`src/hw/asc_defs.svh`:
```
/*
 * timing counts, status values, warning and error codes for one axis.
 * assumes a 25 MHz clock; included by bare name.
 */
`ifndef ASC_DEFS_SVH
`define ASC_DEFS_SVH

// ----------------------------------------
// timing
// ----------------------------------------
`define ASC_CLK_NS 40
`define ASC_CLK_HZ 33'h0_017D_7840
// speed-change calculation time, in ns
`define ASC_CALC_NS 100000
`define ASC_CALC_CYC ((`ASC_CALC_NS + `ASC_CLK_NS - 1) / `ASC_CLK_NS)
`define ASC_RAMP_STEP 32'h0000_0064
`define ASC_DEC_SHIFT 6
`define ASC_TIME_MAX 16'h7FFF

// ----------------------------------------
// operation status values
// ----------------------------------------
`define ASC_STS_STANDBY 16'h0000
`define ASC_STS_JOG 16'h0001
`define ASC_STS_ORIGIN 16'h0002
`define ASC_STS_POS 16'h0003
`define ASC_STS_SPD 16'h0004
`define ASC_STS_SPDPOS 16'h0005
`define ASC_STS_ERROR 16'hFFFF

// ----------------------------------------
// warning and error codes
// ----------------------------------------
`define ASC_W_RANGE 16'h03FC
`define ASC_W_NOCHG 16'h03FE
`define ASC_E_STROKE_P 16'h044F
`define ASC_E_STROKE_N 16'h0450
`define ASC_E_ACCT 16'h05DE
`define ASC_E_STOPT 16'h05DF
`define ASC_NONE 16'h0000

`endif

```
`src/hw/asc_pkg.sv`:
```
/*
 * types shared by the axis logic and its surroundings.
 * assumes nothing beyond a SystemVerilog compiler.
 */
package asc_pkg;

   typedef logic signed [31:0] asc_pos_t;
   typedef logic [31:0] asc_spd_t;
   typedef logic [15:0] asc_time_t;

   typedef enum logic [3:0] {
      CTL_MACH_ORG, CTL_FAST_ORG, CTL_FAST_STBY, CTL_POS, CTL_SPD,
      CTL_SPD_POS, CTL_CUR_CHG, CTL_JOG, CTL_POS_RESTORE
   } asc_ctl_e;

   typedef enum logic [1:0] {ST_IDLE, ST_RUN, ST_DECEL} asc_st_e;

   typedef struct packed {
      asc_ctl_e ctl;
      logic incr;
      logic fwd;
      asc_pos_t addr;
      asc_spd_t spd;
   } asc_start_s;

   typedef struct packed {
      asc_spd_t spd;
      asc_time_t acc_t;
      asc_time_t stop_t;
   } asc_spc_s;

   typedef struct packed {
      asc_pos_t lim_hi;
      asc_pos_t lim_lo;
      asc_spd_t spd_lim;
      asc_spd_t bias;
      asc_pos_t origin_address;
      asc_pos_t stby_addr;
      asc_time_t jog_dec_t;
      asc_time_t stop_t;
   } asc_cfg_s;

endpackage

```
`src/hw/asc_axis.sv`:
```
/*
 * one pulse-train positioning axis: start checks against the software
 * stroke limits, on-the-fly speed and target changes, pulse output.
 * assumes all inputs synchronous to clk and a drive taking pulse/dir.
 */
`timescale 1ns/100ps
`include "asc_defs.svh"

// What this block does
// [RULE1] new speed above limit runs at limit, warns
// [RULE2] new speed below bias runs at bias, warns
// [RULE3] refuse speed change while calculation runs
// [RULE4] new speed applies only at pulse completion
// [RULE5] target reached during calculation: keep speed, warn
// [RULE6] target change with speed change cancels it, warns
// [RULE7] target change while accelerating holds current speed
// [RULE8] positioning may end above bias speed
// [RULE9] zero speed with zero bias stops, stays busy
// [RULE10] zero speed with nonzero bias warns, runs bias
// [RULE11] time error at speed zero stops, status error
// [RULE12] time error at change start sets status error
// [RULE13] after time error keep previous stop time
// [RULE14] jog time error uses previous jog stop time
// [RULE15] change stop time refers to new speed
// [RULE16] stroke limits checked at start and run
// [RULE17] no start check for some controls
// [RULE18] fast return to origin: check feed, address
// [RULE19] fast return to standby: check feed, address
// [RULE20] position control: check feed and target
// [RULE21] out-of-range current value change refused
// [RULE22] jog from outside: only inward start allowed
// [RULE23] switch already on starts in position phase
module asc_axis (
   // clock and reset
   input wire logic clk,
   input wire logic rst_n,
   // operation start
   input wire logic start,
   input wire asc_pkg::asc_start_s start_req,
   input wire logic ext_switch,
   // on-the-fly changes
   input wire logic speed_change_command,
   input wire asc_pkg::asc_spc_s spc_req,
   input wire logic target_position_change_command,
   input wire asc_pkg::asc_pos_t new_target,
   // settings and error clear
   input wire asc_pkg::asc_cfg_s cfg,
   input wire logic err_reset,
   // drive side
   output logic pulse_out,
   output logic dir_out,
   // status
   output logic axis_busy_flag,
   output logic [15:0] axis_operation_status,
   output logic [15:0] current_feed_value_low,
   output logic [15:0] current_feed_value_high,
   output logic [15:0] warn_code,
   output logic [15:0] err_code,
   output asc_pkg::asc_spd_t cur_speed,
   output asc_pkg::asc_time_t act_stop_time,
   output asc_pkg::asc_spd_t stop_ref_speed
);

   localparam logic [11:0] CALC_CYC = 12'(`ASC_CALC_CYC);

   // ----------------------------------------
   // state
   // ----------------------------------------
   asc_pkg::asc_st_e st_q, st_d;
   asc_pkg::asc_ctl_e ctl_q;
   asc_pkg::asc_pos_t feed_q, tgt_q;
   asc_pkg::asc_spd_t cur_q, tgt_spd_q, acc_q, pend_spd_q, ref_q;
   asc_pkg::asc_time_t stop_q, pend_stop_q;
   logic [11:0] calc_q;
   logic pos_ph_q, fwd_q, last_ok_q, busy_q, pulse_q, sw_q;
   logic [15:0] sts_q, warn_q, err_q;

   function automatic logic in_rng(input asc_pkg::asc_pos_t a,
                                   input asc_pkg::asc_cfg_s c);
      in_rng = (a >= c.lim_lo) && (a <= c.lim_hi);
   endfunction

   // ----------------------------------------
   // pulse generation
   // ----------------------------------------
   wire moving = st_q != asc_pkg::ST_IDLE;
   wire run = st_q == asc_pkg::ST_RUN;
   wire [32:0] acc_sum = {1'b0, acc_q} + {1'b0, cur_q};
   wire pulse_evt = moving && (acc_sum >= `ASC_CLK_HZ);
   // speed may only move on a pulse edge, or while the speed stands at zero
   wire bound = pulse_evt || (cur_q == '0); // [RULE4]
   wire asc_pkg::asc_pos_t step_pos = fwd_q ? feed_q + 1 : feed_q - 1;
   wire chk_run = pos_ph_q || (ctl_q == asc_pkg::CTL_JOG);
   wire run_out = pulse_evt && chk_run &&
      (fwd_q ? step_pos > cfg.lim_hi : step_pos < cfg.lim_lo); // [RULE16]
   wire at_tgt = moving && pos_ph_q && (feed_q == tgt_q);
   wire asc_pkg::asc_pos_t rem = fwd_q ? tgt_q - feed_q : feed_q - tgt_q;
   wire near = pos_ph_q && ($unsigned(rem) <= (cur_q >> `ASC_DEC_SHIFT));

   // ----------------------------------------
   // start decode and stroke check
   // ----------------------------------------
   wire asc_pkg::asc_ctl_e sctl = start_req.ctl;
   wire start_go = start && !busy_q;
   wire asc_pkg::asc_pos_t st_tgt =
      (sctl == asc_pkg::CTL_FAST_ORG || sctl == asc_pkg::CTL_MACH_ORG)
         ? cfg.origin_address :
      (sctl == asc_pkg::CTL_FAST_STBY) ? cfg.stby_addr :
      (start_req.incr && sctl != asc_pkg::CTL_CUR_CHG)
         ? feed_q + start_req.addr : start_req.addr;
   wire st_pos = sctl == asc_pkg::CTL_MACH_ORG ||
      sctl == asc_pkg::CTL_FAST_ORG || sctl == asc_pkg::CTL_FAST_STBY ||
      sctl == asc_pkg::CTL_POS || sctl == asc_pkg::CTL_POS_RESTORE ||
      (sctl == asc_pkg::CTL_SPD_POS && ext_switch); // [RULE23]
   // machine return, speed, speed phase and restoration skip this
   wire st_chk = sctl == asc_pkg::CTL_FAST_ORG || // [RULE17] [RULE18]
      sctl == asc_pkg::CTL_FAST_STBY || sctl == asc_pkg::CTL_POS || // [RULE19]
      (sctl == asc_pkg::CTL_SPD_POS && ext_switch); // [RULE20]
   wire bad_ft = st_chk &&
      (!in_rng(feed_q, cfg) || !in_rng(st_tgt, cfg)); // [RULE20]
   wire bad_cv = sctl == asc_pkg::CTL_CUR_CHG && !in_rng(st_tgt, cfg); // [RULE21]
   wire bad_jog = sctl == asc_pkg::CTL_JOG &&
      (start_req.fwd ? feed_q > cfg.lim_hi
                     : feed_q < cfg.lim_lo); // [RULE22]
   wire st_bad = start_go && (bad_ft || bad_cv || bad_jog);
   wire st_plus = (sctl == asc_pkg::CTL_JOG) ? start_req.fwd
      : (feed_q > cfg.lim_hi || st_tgt > cfg.lim_hi);
   wire st_runs = start_go && !st_bad && sctl != asc_pkg::CTL_CUR_CHG;
   wire cv_go = start_go && !st_bad && sctl == asc_pkg::CTL_CUR_CHG;
   wire st_fwd = st_pos ? st_tgt > feed_q : start_req.fwd;

   // switching from speed phase to position phase mid-run
   wire sw_rise = run && ctl_q == asc_pkg::CTL_SPD_POS && !pos_ph_q &&
      ext_switch && !sw_q;
   wire asc_pkg::asc_pos_t sw_tgt = feed_q + tgt_q;
   wire sw_bad = sw_rise &&
      (!in_rng(feed_q, cfg) || !in_rng(sw_tgt, cfg)); // [RULE16]

   // ----------------------------------------
   // speed change and target change decode
   // ----------------------------------------
   wire acc_ok = spc_req.acc_t != '0 && spc_req.acc_t <= `ASC_TIME_MAX;
   wire stp_ok = spc_req.stop_t != '0 && spc_req.stop_t <= `ASC_TIME_MAX;
   wire spc_go = speed_change_command && run && calc_q == '0; // [RULE3]
   wire spc_cancel = spc_go && target_position_change_command; // [RULE6]
   wire spc_terr = spc_go && !spc_cancel && !(acc_ok && stp_ok); // [RULE12]
   wire spc_acc = spc_go && !spc_cancel && acc_ok && stp_ok;
   wire spd_hi = spc_req.spd > cfg.spd_lim;
   wire spd_lo = spc_req.spd < cfg.bias;
   // zero with zero bias is in range and simply stops the axis
   wire asc_pkg::asc_spd_t spd_cl = spd_hi ? cfg.spd_lim : // [RULE1]
      spd_lo ? cfg.bias : spc_req.spd; // [RULE2] [RULE9] [RULE10]
   wire calc_abort = calc_q != '0 && at_tgt; // [RULE5]
   wire calc_done = calc_q == 12'h001 && !at_tgt;
   wire terr_stop = spc_terr && cur_q == '0; // [RULE11]
   // position keeps going to its end; others decelerate now
   wire terr_dec = spc_terr && !pos_ph_q && cur_q != '0; // [RULE13]
   wire tpc_go = target_position_change_command && run && pos_ph_q;
   wire accel = cur_q < tgt_spd_q;
   wire asc_pkg::asc_spd_t st_spd = start_req.spd > cfg.spd_lim
      ? cfg.spd_lim : start_req.spd;

   // ----------------------------------------
   // ramp toward the effective target speed
   // ----------------------------------------
   // positioning ends at the target even if still above bias
   wire asc_pkg::asc_spd_t eff = (st_q == asc_pkg::ST_DECEL) ? '0 :
      near ? cfg.bias : tgt_spd_q; // [RULE8]
   wire asc_pkg::asc_spd_t up = (eff - cur_q > `ASC_RAMP_STEP)
      ? cur_q + `ASC_RAMP_STEP : eff;
   wire asc_pkg::asc_spd_t dn = (cur_q - eff > `ASC_RAMP_STEP)
      ? cur_q - `ASC_RAMP_STEP : eff;
   wire asc_pkg::asc_spd_t ramp = (cur_q < eff) ? up : dn;

   // ----------------------------------------
   // sequencer
   // ----------------------------------------
   always_comb begin
      st_d = st_q;
      case (st_q)
         asc_pkg::ST_IDLE: begin
            if (st_runs)
               st_d = asc_pkg::ST_RUN;
         end
         asc_pkg::ST_RUN: begin
            if (at_tgt || run_out || terr_stop)
               st_d = asc_pkg::ST_IDLE;
            else if (terr_dec || sw_bad)
               st_d = asc_pkg::ST_DECEL;
         end
         asc_pkg::ST_DECEL: begin
            if (at_tgt || run_out || (cur_q == '0))
               st_d = asc_pkg::ST_IDLE;
         end
         default: st_d = asc_pkg::ST_IDLE;
      endcase
   end

   always_ff @(posedge clk) begin
      if (!rst_n) begin
         st_q <= asc_pkg::ST_IDLE;
         busy_q <= 1'b0;
         sw_q <= 1'b0;
      end else begin
         st_q <= st_d;
         // in ST_RUN zero speed alone never ends a run, so busy stays set
         busy_q <= st_d != asc_pkg::ST_IDLE; // [RULE9]
         sw_q <= ext_switch;
      end
   end

   always_ff @(posedge clk) begin
      if (!rst_n) begin
         ctl_q <= asc_pkg::CTL_MACH_ORG;
         pos_ph_q <= 1'b0;
         fwd_q <= 1'b1;
         tgt_q <= '0;
      end else if (st_runs) begin
         ctl_q <= sctl;
         pos_ph_q <= st_pos;
         fwd_q <= st_fwd;
         tgt_q <= (sctl == asc_pkg::CTL_SPD_POS && !ext_switch)
            ? start_req.addr : st_tgt;
      end else if (sw_rise) begin
         pos_ph_q <= 1'b1;
         tgt_q <= sw_tgt;
         fwd_q <= sw_tgt > feed_q;
      end else if (tpc_go) begin
         tgt_q <= new_target;
         fwd_q <= new_target > feed_q;
      end
   end

   // ----------------------------------------
   // feed value and pulses
   // ----------------------------------------
   always_ff @(posedge clk) begin
      if (!rst_n) begin
         feed_q <= '0;
         acc_q <= '0;
         pulse_q <= 1'b0;
      end else begin
         pulse_q <= pulse_evt && !run_out;
         if (!moving)
            acc_q <= '0;
         else if (pulse_evt)
            acc_q <= 32'(acc_sum - `ASC_CLK_HZ);
         else
            acc_q <= acc_sum[31:0];
         if (cv_go)
            feed_q <= st_tgt; // [RULE21]
         else if (pulse_evt && !run_out)
            feed_q <= step_pos;
      end
   end

   // ----------------------------------------
   // speed, stop time and calculation window
   // ----------------------------------------
   always_ff @(posedge clk) begin
      if (!rst_n) begin
         cur_q <= '0;
         tgt_spd_q <= '0;
      end else if (st_runs) begin
         cur_q <= cfg.bias;
         tgt_spd_q <= (st_spd < cfg.bias) ? cfg.bias : st_spd;
      end else if (st_d == asc_pkg::ST_IDLE) begin
         cur_q <= '0;
      end else begin
         if (bound)
            cur_q <= ramp; // [RULE4]
         if (tpc_go && accel)
            tgt_spd_q <= cur_q; // [RULE7]
         else if (calc_done)
            tgt_spd_q <= pend_spd_q;
      end
   end

   always_ff @(posedge clk) begin
      if (!rst_n) begin
         calc_q <= '0;
         pend_spd_q <= '0;
         pend_stop_q <= '0;
      end else if (spc_acc) begin
         calc_q <= CALC_CYC; // [RULE3]
         pend_spd_q <= spd_cl;
         pend_stop_q <= spc_req.stop_t;
      end else if (calc_abort || !moving) begin
         calc_q <= '0; // [RULE5]
      end else if (calc_q != '0) begin
         calc_q <= calc_q - 12'h001;
      end
   end

   // a failed change leaves the stop time untouched, so the one in
   // force (jog or start stop time, or last good change) stays on act_stop_time
   always_ff @(posedge clk) begin
      if (!rst_n) begin
         stop_q <= '0;
         ref_q <= '0;
         last_ok_q <= 1'b0;
      end else if (st_runs) begin
         stop_q <= (sctl == asc_pkg::CTL_JOG) ? cfg.jog_dec_t : cfg.stop_t;
         ref_q <= (st_spd < cfg.bias) ? cfg.bias : st_spd;
         last_ok_q <= 1'b0;
      end else if (calc_done) begin
         stop_q <= pend_stop_q; // [RULE13] [RULE14]
         ref_q <= pend_spd_q; // [RULE15]
         last_ok_q <= 1'b1;
      end
   end

   // ----------------------------------------
   // status, warnings and errors
   // ----------------------------------------
   wire err_evt = st_bad || run_out || sw_bad || spc_terr;
   wire warn_rng = spc_acc && (spd_hi || spd_lo); // [RULE1] [RULE2] [RULE10]
   wire warn_nochg = spc_cancel || calc_abort; // [RULE5] [RULE6]
   wire asc_pkg::asc_ctl_e rctl = st_runs ? sctl : ctl_q;
   wire [15:0] run_sts =
      (rctl == asc_pkg::CTL_JOG) ? `ASC_STS_JOG :
      (rctl == asc_pkg::CTL_SPD) ? `ASC_STS_SPD :
      (rctl == asc_pkg::CTL_SPD_POS) ? `ASC_STS_SPDPOS :
      (rctl == asc_pkg::CTL_POS) ? `ASC_STS_POS : `ASC_STS_ORIGIN;
   wire [15:0] err_val =
      spc_terr ? (acc_ok ? `ASC_E_STOPT : `ASC_E_ACCT) :
      st_bad ? (st_plus ? `ASC_E_STROKE_P : `ASC_E_STROKE_N) :
      (fwd_q ? `ASC_E_STROKE_P : `ASC_E_STROKE_N);
   wire run_end = moving && st_d == asc_pkg::ST_IDLE;

   // an event in the clearing cycle wins over the clear
   always_ff @(posedge clk) begin
      if (!rst_n) begin
         sts_q <= `ASC_STS_STANDBY;
         warn_q <= `ASC_NONE;
         err_q <= `ASC_NONE;
      end else begin
         if (err_evt)
            sts_q <= `ASC_STS_ERROR; // [RULE11] [RULE12]
         else if (st_runs)
            sts_q <= run_sts;
         else if (run_end && sts_q != `ASC_STS_ERROR)
            sts_q <= `ASC_STS_STANDBY;
         else if (err_reset && !busy_q)
            sts_q <= `ASC_STS_STANDBY;
         if (err_evt)
            err_q <= err_val;
         else if (err_reset)
            err_q <= `ASC_NONE;
         if (warn_nochg)
            warn_q <= `ASC_W_NOCHG;
         else if (warn_rng)
            warn_q <= `ASC_W_RANGE;
         else if (err_reset)
            warn_q <= `ASC_NONE;
      end
   end

   // ----------------------------------------
   // outputs
   // ----------------------------------------
   assign pulse_out = pulse_q;
   assign dir_out = fwd_q;
   assign axis_busy_flag = busy_q;
   assign axis_operation_status = sts_q;
   assign current_feed_value_low = feed_q[15:0];
   assign current_feed_value_high = feed_q[31:16];
   assign warn_code = warn_q;
   assign err_code = err_q;
   assign cur_speed = cur_q;
   assign act_stop_time = stop_q;
   assign stop_ref_speed = ref_q;
endmodule

```
`config.mk`:
```
export PLATFORM = sky130hd
export DESIGN_NAME = asc_axis
export DESIGN_NICKNAME = d
export VERILOG_FILES = /design/src/hw/asc_pkg.sv /design/src/hw/asc_axis.sv
export VERILOG_INCLUDE_DIRS = /design/src /design/src/hw
export SDC_FILE = /design/constraint.sdc
export NUM_CORES = 2
export LEC_CHECK = 0
export BUFFER_PORTS_ARGS = -buffer_cell sky130_fd_sc_hd__buf_2
export CAP_MARGIN = 10
export CORE_MARGIN = 2
export CORE_UTILIZATION = 30
export CTS_BUF_LIST = sky130_fd_sc_hd__clkbuf_16
export DETAILED_ROUTE_END_ITERATION = 16
export MAX_ROUTING_LAYER = met4
export SETUP_SLACK_MARGIN = 0.5
export SLEW_MARGIN = 20
export SYNTH_ARGS = -nofsm -noshare
export SYNTH_HDL_FRONTEND = slang
export SYNTH_SLANG_ARGS = --single-unit
export TNS_END_PERCENT = 100
```
`constraint.sdc`:
```
create_clock -name clk -period 13.65 [get_ports clk]
set_clock_uncertainty 0.2 [all_clocks]
set_input_delay 0.6825 -clock clk [delete_from_list [all_inputs] [get_ports clk]]
set_output_delay 0.6825 -clock clk [all_outputs]
set_load 0.02 [all_outputs]
```
Yosys cells after proc, flatten, opt, wreduce, memory -nomap -nowiden
Index checks and enable logic that the tools add are counted.
{"block": "op_classes", "n_lt_le_gt_ge": 26, "mux": 68, "n_addsub": 13, "n_eq_ne": 20, "bitwise": 1, "n_reduce_logical": 110}
{"op": "2-to-1 mux 32 bit", "n": 29}
{"op": "greater-than comparator 32 bit", "n": 8}
{"op": "less-than comparator 32 bit", "n": 6}
{"op": "2-to-1 mux 16 bit", "n": 9}
{"op": "subtractor 32 bit", "n": 4}
{"op": ">= comparator 32 bit", "n": 3}
{"op": "less-or-equal comparator 32 bit", "n": 3}
{"op": "adder 32 bit", "n": 2}
{"op": "greater-than comparator 32 x 7 -> 1 bit (second input constant)", "n": 2}
{"op": "logical AND 1 bit", "n": 48}
{"op": "2-to-1 mux 12 bit", "n": 3}
{"op": "adder 32 x 32 -> 33 bit", "n": 1}
{"op": ">= comparator 33 x 25 -> 1 bit (second input constant)", "n": 1}
{"op": "adder 32 x 2 -> 32 bit (second input constant)", "n": 1}
{"op": "adder 32 x 7 -> 32 bit (second input constant)", "n": 1}
{"op": "equality test 32 bit", "n": 1}
{"op": "equality test 4 x 3 -> 1 bit (second input constant)", "n": 8}
{"op": "less-or-equal comparator 16 x 15 -> 1 bit (second input constant)", "n": 2}
{"op": "less-or-equal comparator 32 x 26 -> 1 bit", "n": 1}
{"op": "zero test 32 bit", "n": 1}
{"op": "nonzero test 16 bit", "n": 2}
{"op": "nonzero test 32 bit", "n": 1}
{"op": "subtractor 32 x 2 -> 32 bit (second input constant)", "n": 1}
{"op": "subtractor 32 x 25 -> 32 bit (second input constant)", "n": 1}
{"op": "other kinds (31)", "n": 99}
{"block": "totals", "regBits": 320, "out_inout_bits": 163, "word_cells": 259, "inputBits": 397}

Depth between registers and ports, before layout
{"block": "depth", "ltp_word": 24, "depth_mapped": 48, "ltp_nobuf": 44}

Least setup slack after synthesis
No wires, ideal clock.
{"block": "synth_timing", "path_kind": "register to register", "from": "register feed_q[1]", "to": "register cur_q[14] (netlist: cur_speed[14])", "n_path_buf": 3, "stages_incl_launch_ff": 43, "setup_ps": 130, "arrival_ps": 9504, "required_time_ps": 13320, "synth_period_minus_slack_ps": 9834, "path_slack_ps": 3816, "path_cell_list": "dfxtp_1 -> inv_1 -> ha_1 -> nand3b_1 -> a21oi_1 -> or4b_4 -> a31o_2 -> nor2_1 -> a21oi_1 -> a31oi_1 -> xnor2_1 -> ha_1 -> nand4_1 -> nor4_1 -> a31o_2 -> a21oi_1 -> nor3_1 -> o2111ai_1 -> (+7 left out) -> ha_1 -> o21ai_0 -> a21oi_1 -> o21a_1 -> o21a_1 -> o211a_1 -> o41a_1 -> o21ai_0 -> o21ai_0 -> o41a_1 -> a21oi_1 -> a211oi_1 -> a211o_1 -> nand2_1 -> dlygate4sd1_1 -> nor2_1 -> a2111oi_0 -> a21oi_1"}
{"block": "synth_between", "elab_chain_cells": 20, "word_cells_on_any_way": 70, "classes_between": "add/sub (8); order compare (14); eq/ne (1); mux (20); reduce/logical (27)"}
{"item": "start, declared", "line": "asc_axis.sv:71", "rtl": "asc_pkg::asc_pos_t feed_q, tgt_q;"}
{"item": "start signal, assigned", "line": "asc_axis.sv:251", "rtl": "feed_q <= st_tgt;"}
{"item": "start signal, assigned", "line": "asc_axis.sv:253", "rtl": "feed_q <= step_pos;"}
{"item": "branches (longest 20 deep; another with subtractor 32 bit)"}
{"item": "end signal, assigned", "line": "asc_axis.sv:265", "rtl": "cur_q <= cfg.bias;"}
{"item": "end signal, assigned", "line": "asc_axis.sv:271", "rtl": "cur_q <= ramp;"}
{"item": "end, declared", "line": "asc_axis.sv:72", "rtl": "asc_pkg::asc_spd_t cur_q, tgt_spd_q, acc_q, pend_spd_q, ref_q;"}
Parallel ways; which one is timed is not known. The select of a mux whose other input is x is not followed.
A chain may end at the register's enable or synchronous reset.

Final worst setup path
{"block": "layout_timing", "from": "register feed_q[16]", "to": "register cur_q[14] (netlist: cur_speed[14])"}
Same word-level chain as after synthesis.

==> reports/metrics.csv <==
metric,value,unit
top_reg_cell synth,dfxtp_1,
Peak VDD IR,133.5,uV
Seq cells post-synth,290,
Worst path max stage delay,0.62,ns
total power,7.960,mW
Crit-path slowest cell,dfxtp_1,
cell taking the most area after synthesis,ha_1,
Die Ht,382.7,um
FF-to-FF path depth,41,
initial antenna violation count,11,
asr flop ratio synth,0,
Netlist cell types,104,
"commonest non-fill, non-tap cells in the layout","ha_1, nor2_1, buf_2, a21oi_1, nand2_1",
Worst R2R End,cur_speed[14]$_SDFFE_PN0P_,
Nets,7487,
Die X,382.7,um
min Tclk post-route,12.12,ns
CTS tree,yes,
post-synthesis average cell area,7.312,um^2
DIE AREA,0.1465,mm^2
Area Growth Syn to Fin,14.13,%
post-synthesis sequential area ratio,0.1349,
Post-DP HPWL,161800,um
Synth Area in Adders,0.2318,
CTS buffer count,43,
Worst Setup End Kind,flop,
Pwr Density,162.1,mW/mm^2
worst hold path type,in2reg,
Post-Synth Simple-Gate Area,0.2084,
number of remaining DRC errors,0,
GRT overflow,0,
total number of vias,47330,
Fin Setup TNS,0,ns
Vias/cell,5.755,
HP Start,spc_req[12],
CP startpoint kind,flop,
largest net degree at the start of global routing,111,
XOR/XNOR share of the synthesized area,0.04885,
Iteration-0 DRC Markers,4480,
Avg WL per Cell,24.11,um
cts hold-fix bufs,0,
Post-synth EDFFs,0,
PortBufs,545,
CP Launch Point,feed_q[16]$_SDFFE_PN0P_,
# setup viols final,0,
Ys Warns,0,
end point of the critical path,cur_speed[14]$_SDFFE_PN0P_,
"wirelength, routed",198300,um
IO Pins,560,
# clock sinks,290,
Layout Cells excl Fill,8225,
post-synthesis compound-gate area fraction,0.2758,
Post-CTS Repair Setup Buffers,0,
std cell rows,138,
Clock Tree Buf Depth,3,
Clock Tree Root,clkbuf_16,
Slew @ Worst Pin,1.161,ns
core area,0.1419,mm^2
multiplexer share of the synthesized area,0.02934,
cts repair resizes,0,
Mapped Cells,5885,
outcome,finished clean,
Min Hold Slack,0.1159,ns
R2R Setup Slk,1.53,ns
"Hold Vio Cnt, Final",0,
critical path arrival,12.42,ns
first-pass iteration count of the detailed router,6,
clock latency at the later pin of the worst-skew pair,0.66,ns
synth top area cells,"ha_1, dfxtp_1, a21oi_1, o21ai_0, nor2_1",
Max Fclk,82.52,MHz
Initial Util,0.3032,
Worst Path Required,13.95,ns
Slew Limit Fails,0,
number of global-route vias before repair,44880,
Tot GR Track Use,0.2658,
Critical R2R Launch,feed_q[16]$_SDFFE_PN0P_,
utilization after layout,0.3460,
Max Cap Viol,0,
Slew headroom,0.2177,
global-route wire length before repair,289200,um
"antenna viol nets, final",0,
critical path's most frequent cell,a21oi_1,
RSZ-0062 raised after global routing,no,
"most common cell after layout, fill and taps aside",ha_1,
"Clk pin slew, worst setup/hold paths",0.06,ns
area share of the largest cell type after synthesis,0.2285,
maximum fanout along the worst path,51,
largest family of logic cells by synthesized area,compound AO/OA/AOI/OAI gates,
post-synthesis cell area,0.04303,mm^2
critical path class,reg2reg,
Final Wtd Congestion,1.013,
layout cells sized above 1,0.1418,
Tcrit/Tclk final,0.8878,
Pleak,22.98,nW
Placed Cells,8142,
H-tree Lvls,2,
worst max-delay path: cells and delay by family (launching register included):
kind / cells / cell delay, ns
multiplexers: 1 / 0.32
buffers and inverters: 4 / 0.91
XOR/XNOR: 1 / 0.15
flip-flops: 1 / 0.62
AO/OA/AOI/OAI: 13 / 2.92
adder cells (fa/ha/maj): 3 / 1.33
AND/OR/NAND/NOR: 19 / 5.46
layout make-up:
type                    instances  area [um^2]
diodes                          7        17.52
clock buffers                  43         1076
clock inverters                33        331.6
fillers                     15290        92820
inverters                     408         1534
multi-input cells            4894        34360
flip-flops and latches        290         5807
well taps                    1890         2365
repair buffers                660         3618
power breakdown:
part	internal (mW)	switching, mW	total [mW]	leakage (nW)
sequential	0.970	0.153	1.12	2.36
combinational	2.02	3.63	5.65	19.9
clock	0.674	0.514	1.19	0.708
worst min-delay path by stage:
| stage | end | slack [ns] | cells past startpoint |
|---|---|---|---|
| global placement | ctl_q[2]$_SDFF_PN0_ | 0.24 | 2 |
| finish | pend_stop_q[12]$_SDFFE_PN0P_ | 0.12 | 3 |
| floorplan | ctl_q[0]$_SDFF_PN0_ | 0.23 | 2 |
| detailed placement | ctl_q[3]$_SDFF_PN0_ | 0.25 | 2 |
| global route | pend_stop_q[9]$_SDFFE_PN0P_ | 0.12 | 3 |
| CTS | pend_stop_q[12]$_SDFFE_PN0P_ | 0.08 | 3 |
cell usage after synthesis (all sizes together), types with 107 or more instances:
library cell	n
o21ai	448
a21oi	523
a31oi	108
a211oi	113
ha	786
dfxtp	290
inv	402
nor2b	107
a21o	163
clkbuf	176
nor2	565
nand4	149
nand3	151
buf	128
xnor2	179
nand2	459
routing by layer:
metal  part of all wire  vias up  track usage
met5                  0        -            -
met4              0.047        0       0.1095
met3              0.068      387      0.03268
met2               0.45     2041       0.4149
met1               0.44    22630       0.3459
li1                   -    22270            -
state kept, by name, summed over array words and instances (netlist names):
signal / cells
st_q: 2
ctl_q: 4
sw_q: 1
tgt_q: 32
pos_ph_q: 1
axis_operation_status: 4
err_code: 5
dir_out: 1
pend_stop_q: 16
axis_busy_flag: 1
tgt_spd_q: 32
warn_code: 2
acc_q: 32
calc_q: 12
stop_ref_speed: 32
cur_speed: 32
act_stop_time: 16
pulse_out: 1
feed_q: 32
pend_spd_q: 32
cells by family (layout without fill, tap and decap cells):
group           Yosys count  count (layout)
simple gates           1871            1871
fa+ha+maj               793             793
flops                   290             290
xor+xnor                240             240
buf+inv                 714            1144
other cells               1              21
compound gates         1855            1855
mux                     121             121
metrics by stage:
stage	setup slack, ns	area, um^2
finish	1.532	49110
global route	0.7001	49110
CTS	1.622	49080
detailed placement	1.672	47670
global placement	1.748	47670
floorplan	3.816	43080
Power figures use the tool's default switching activity.
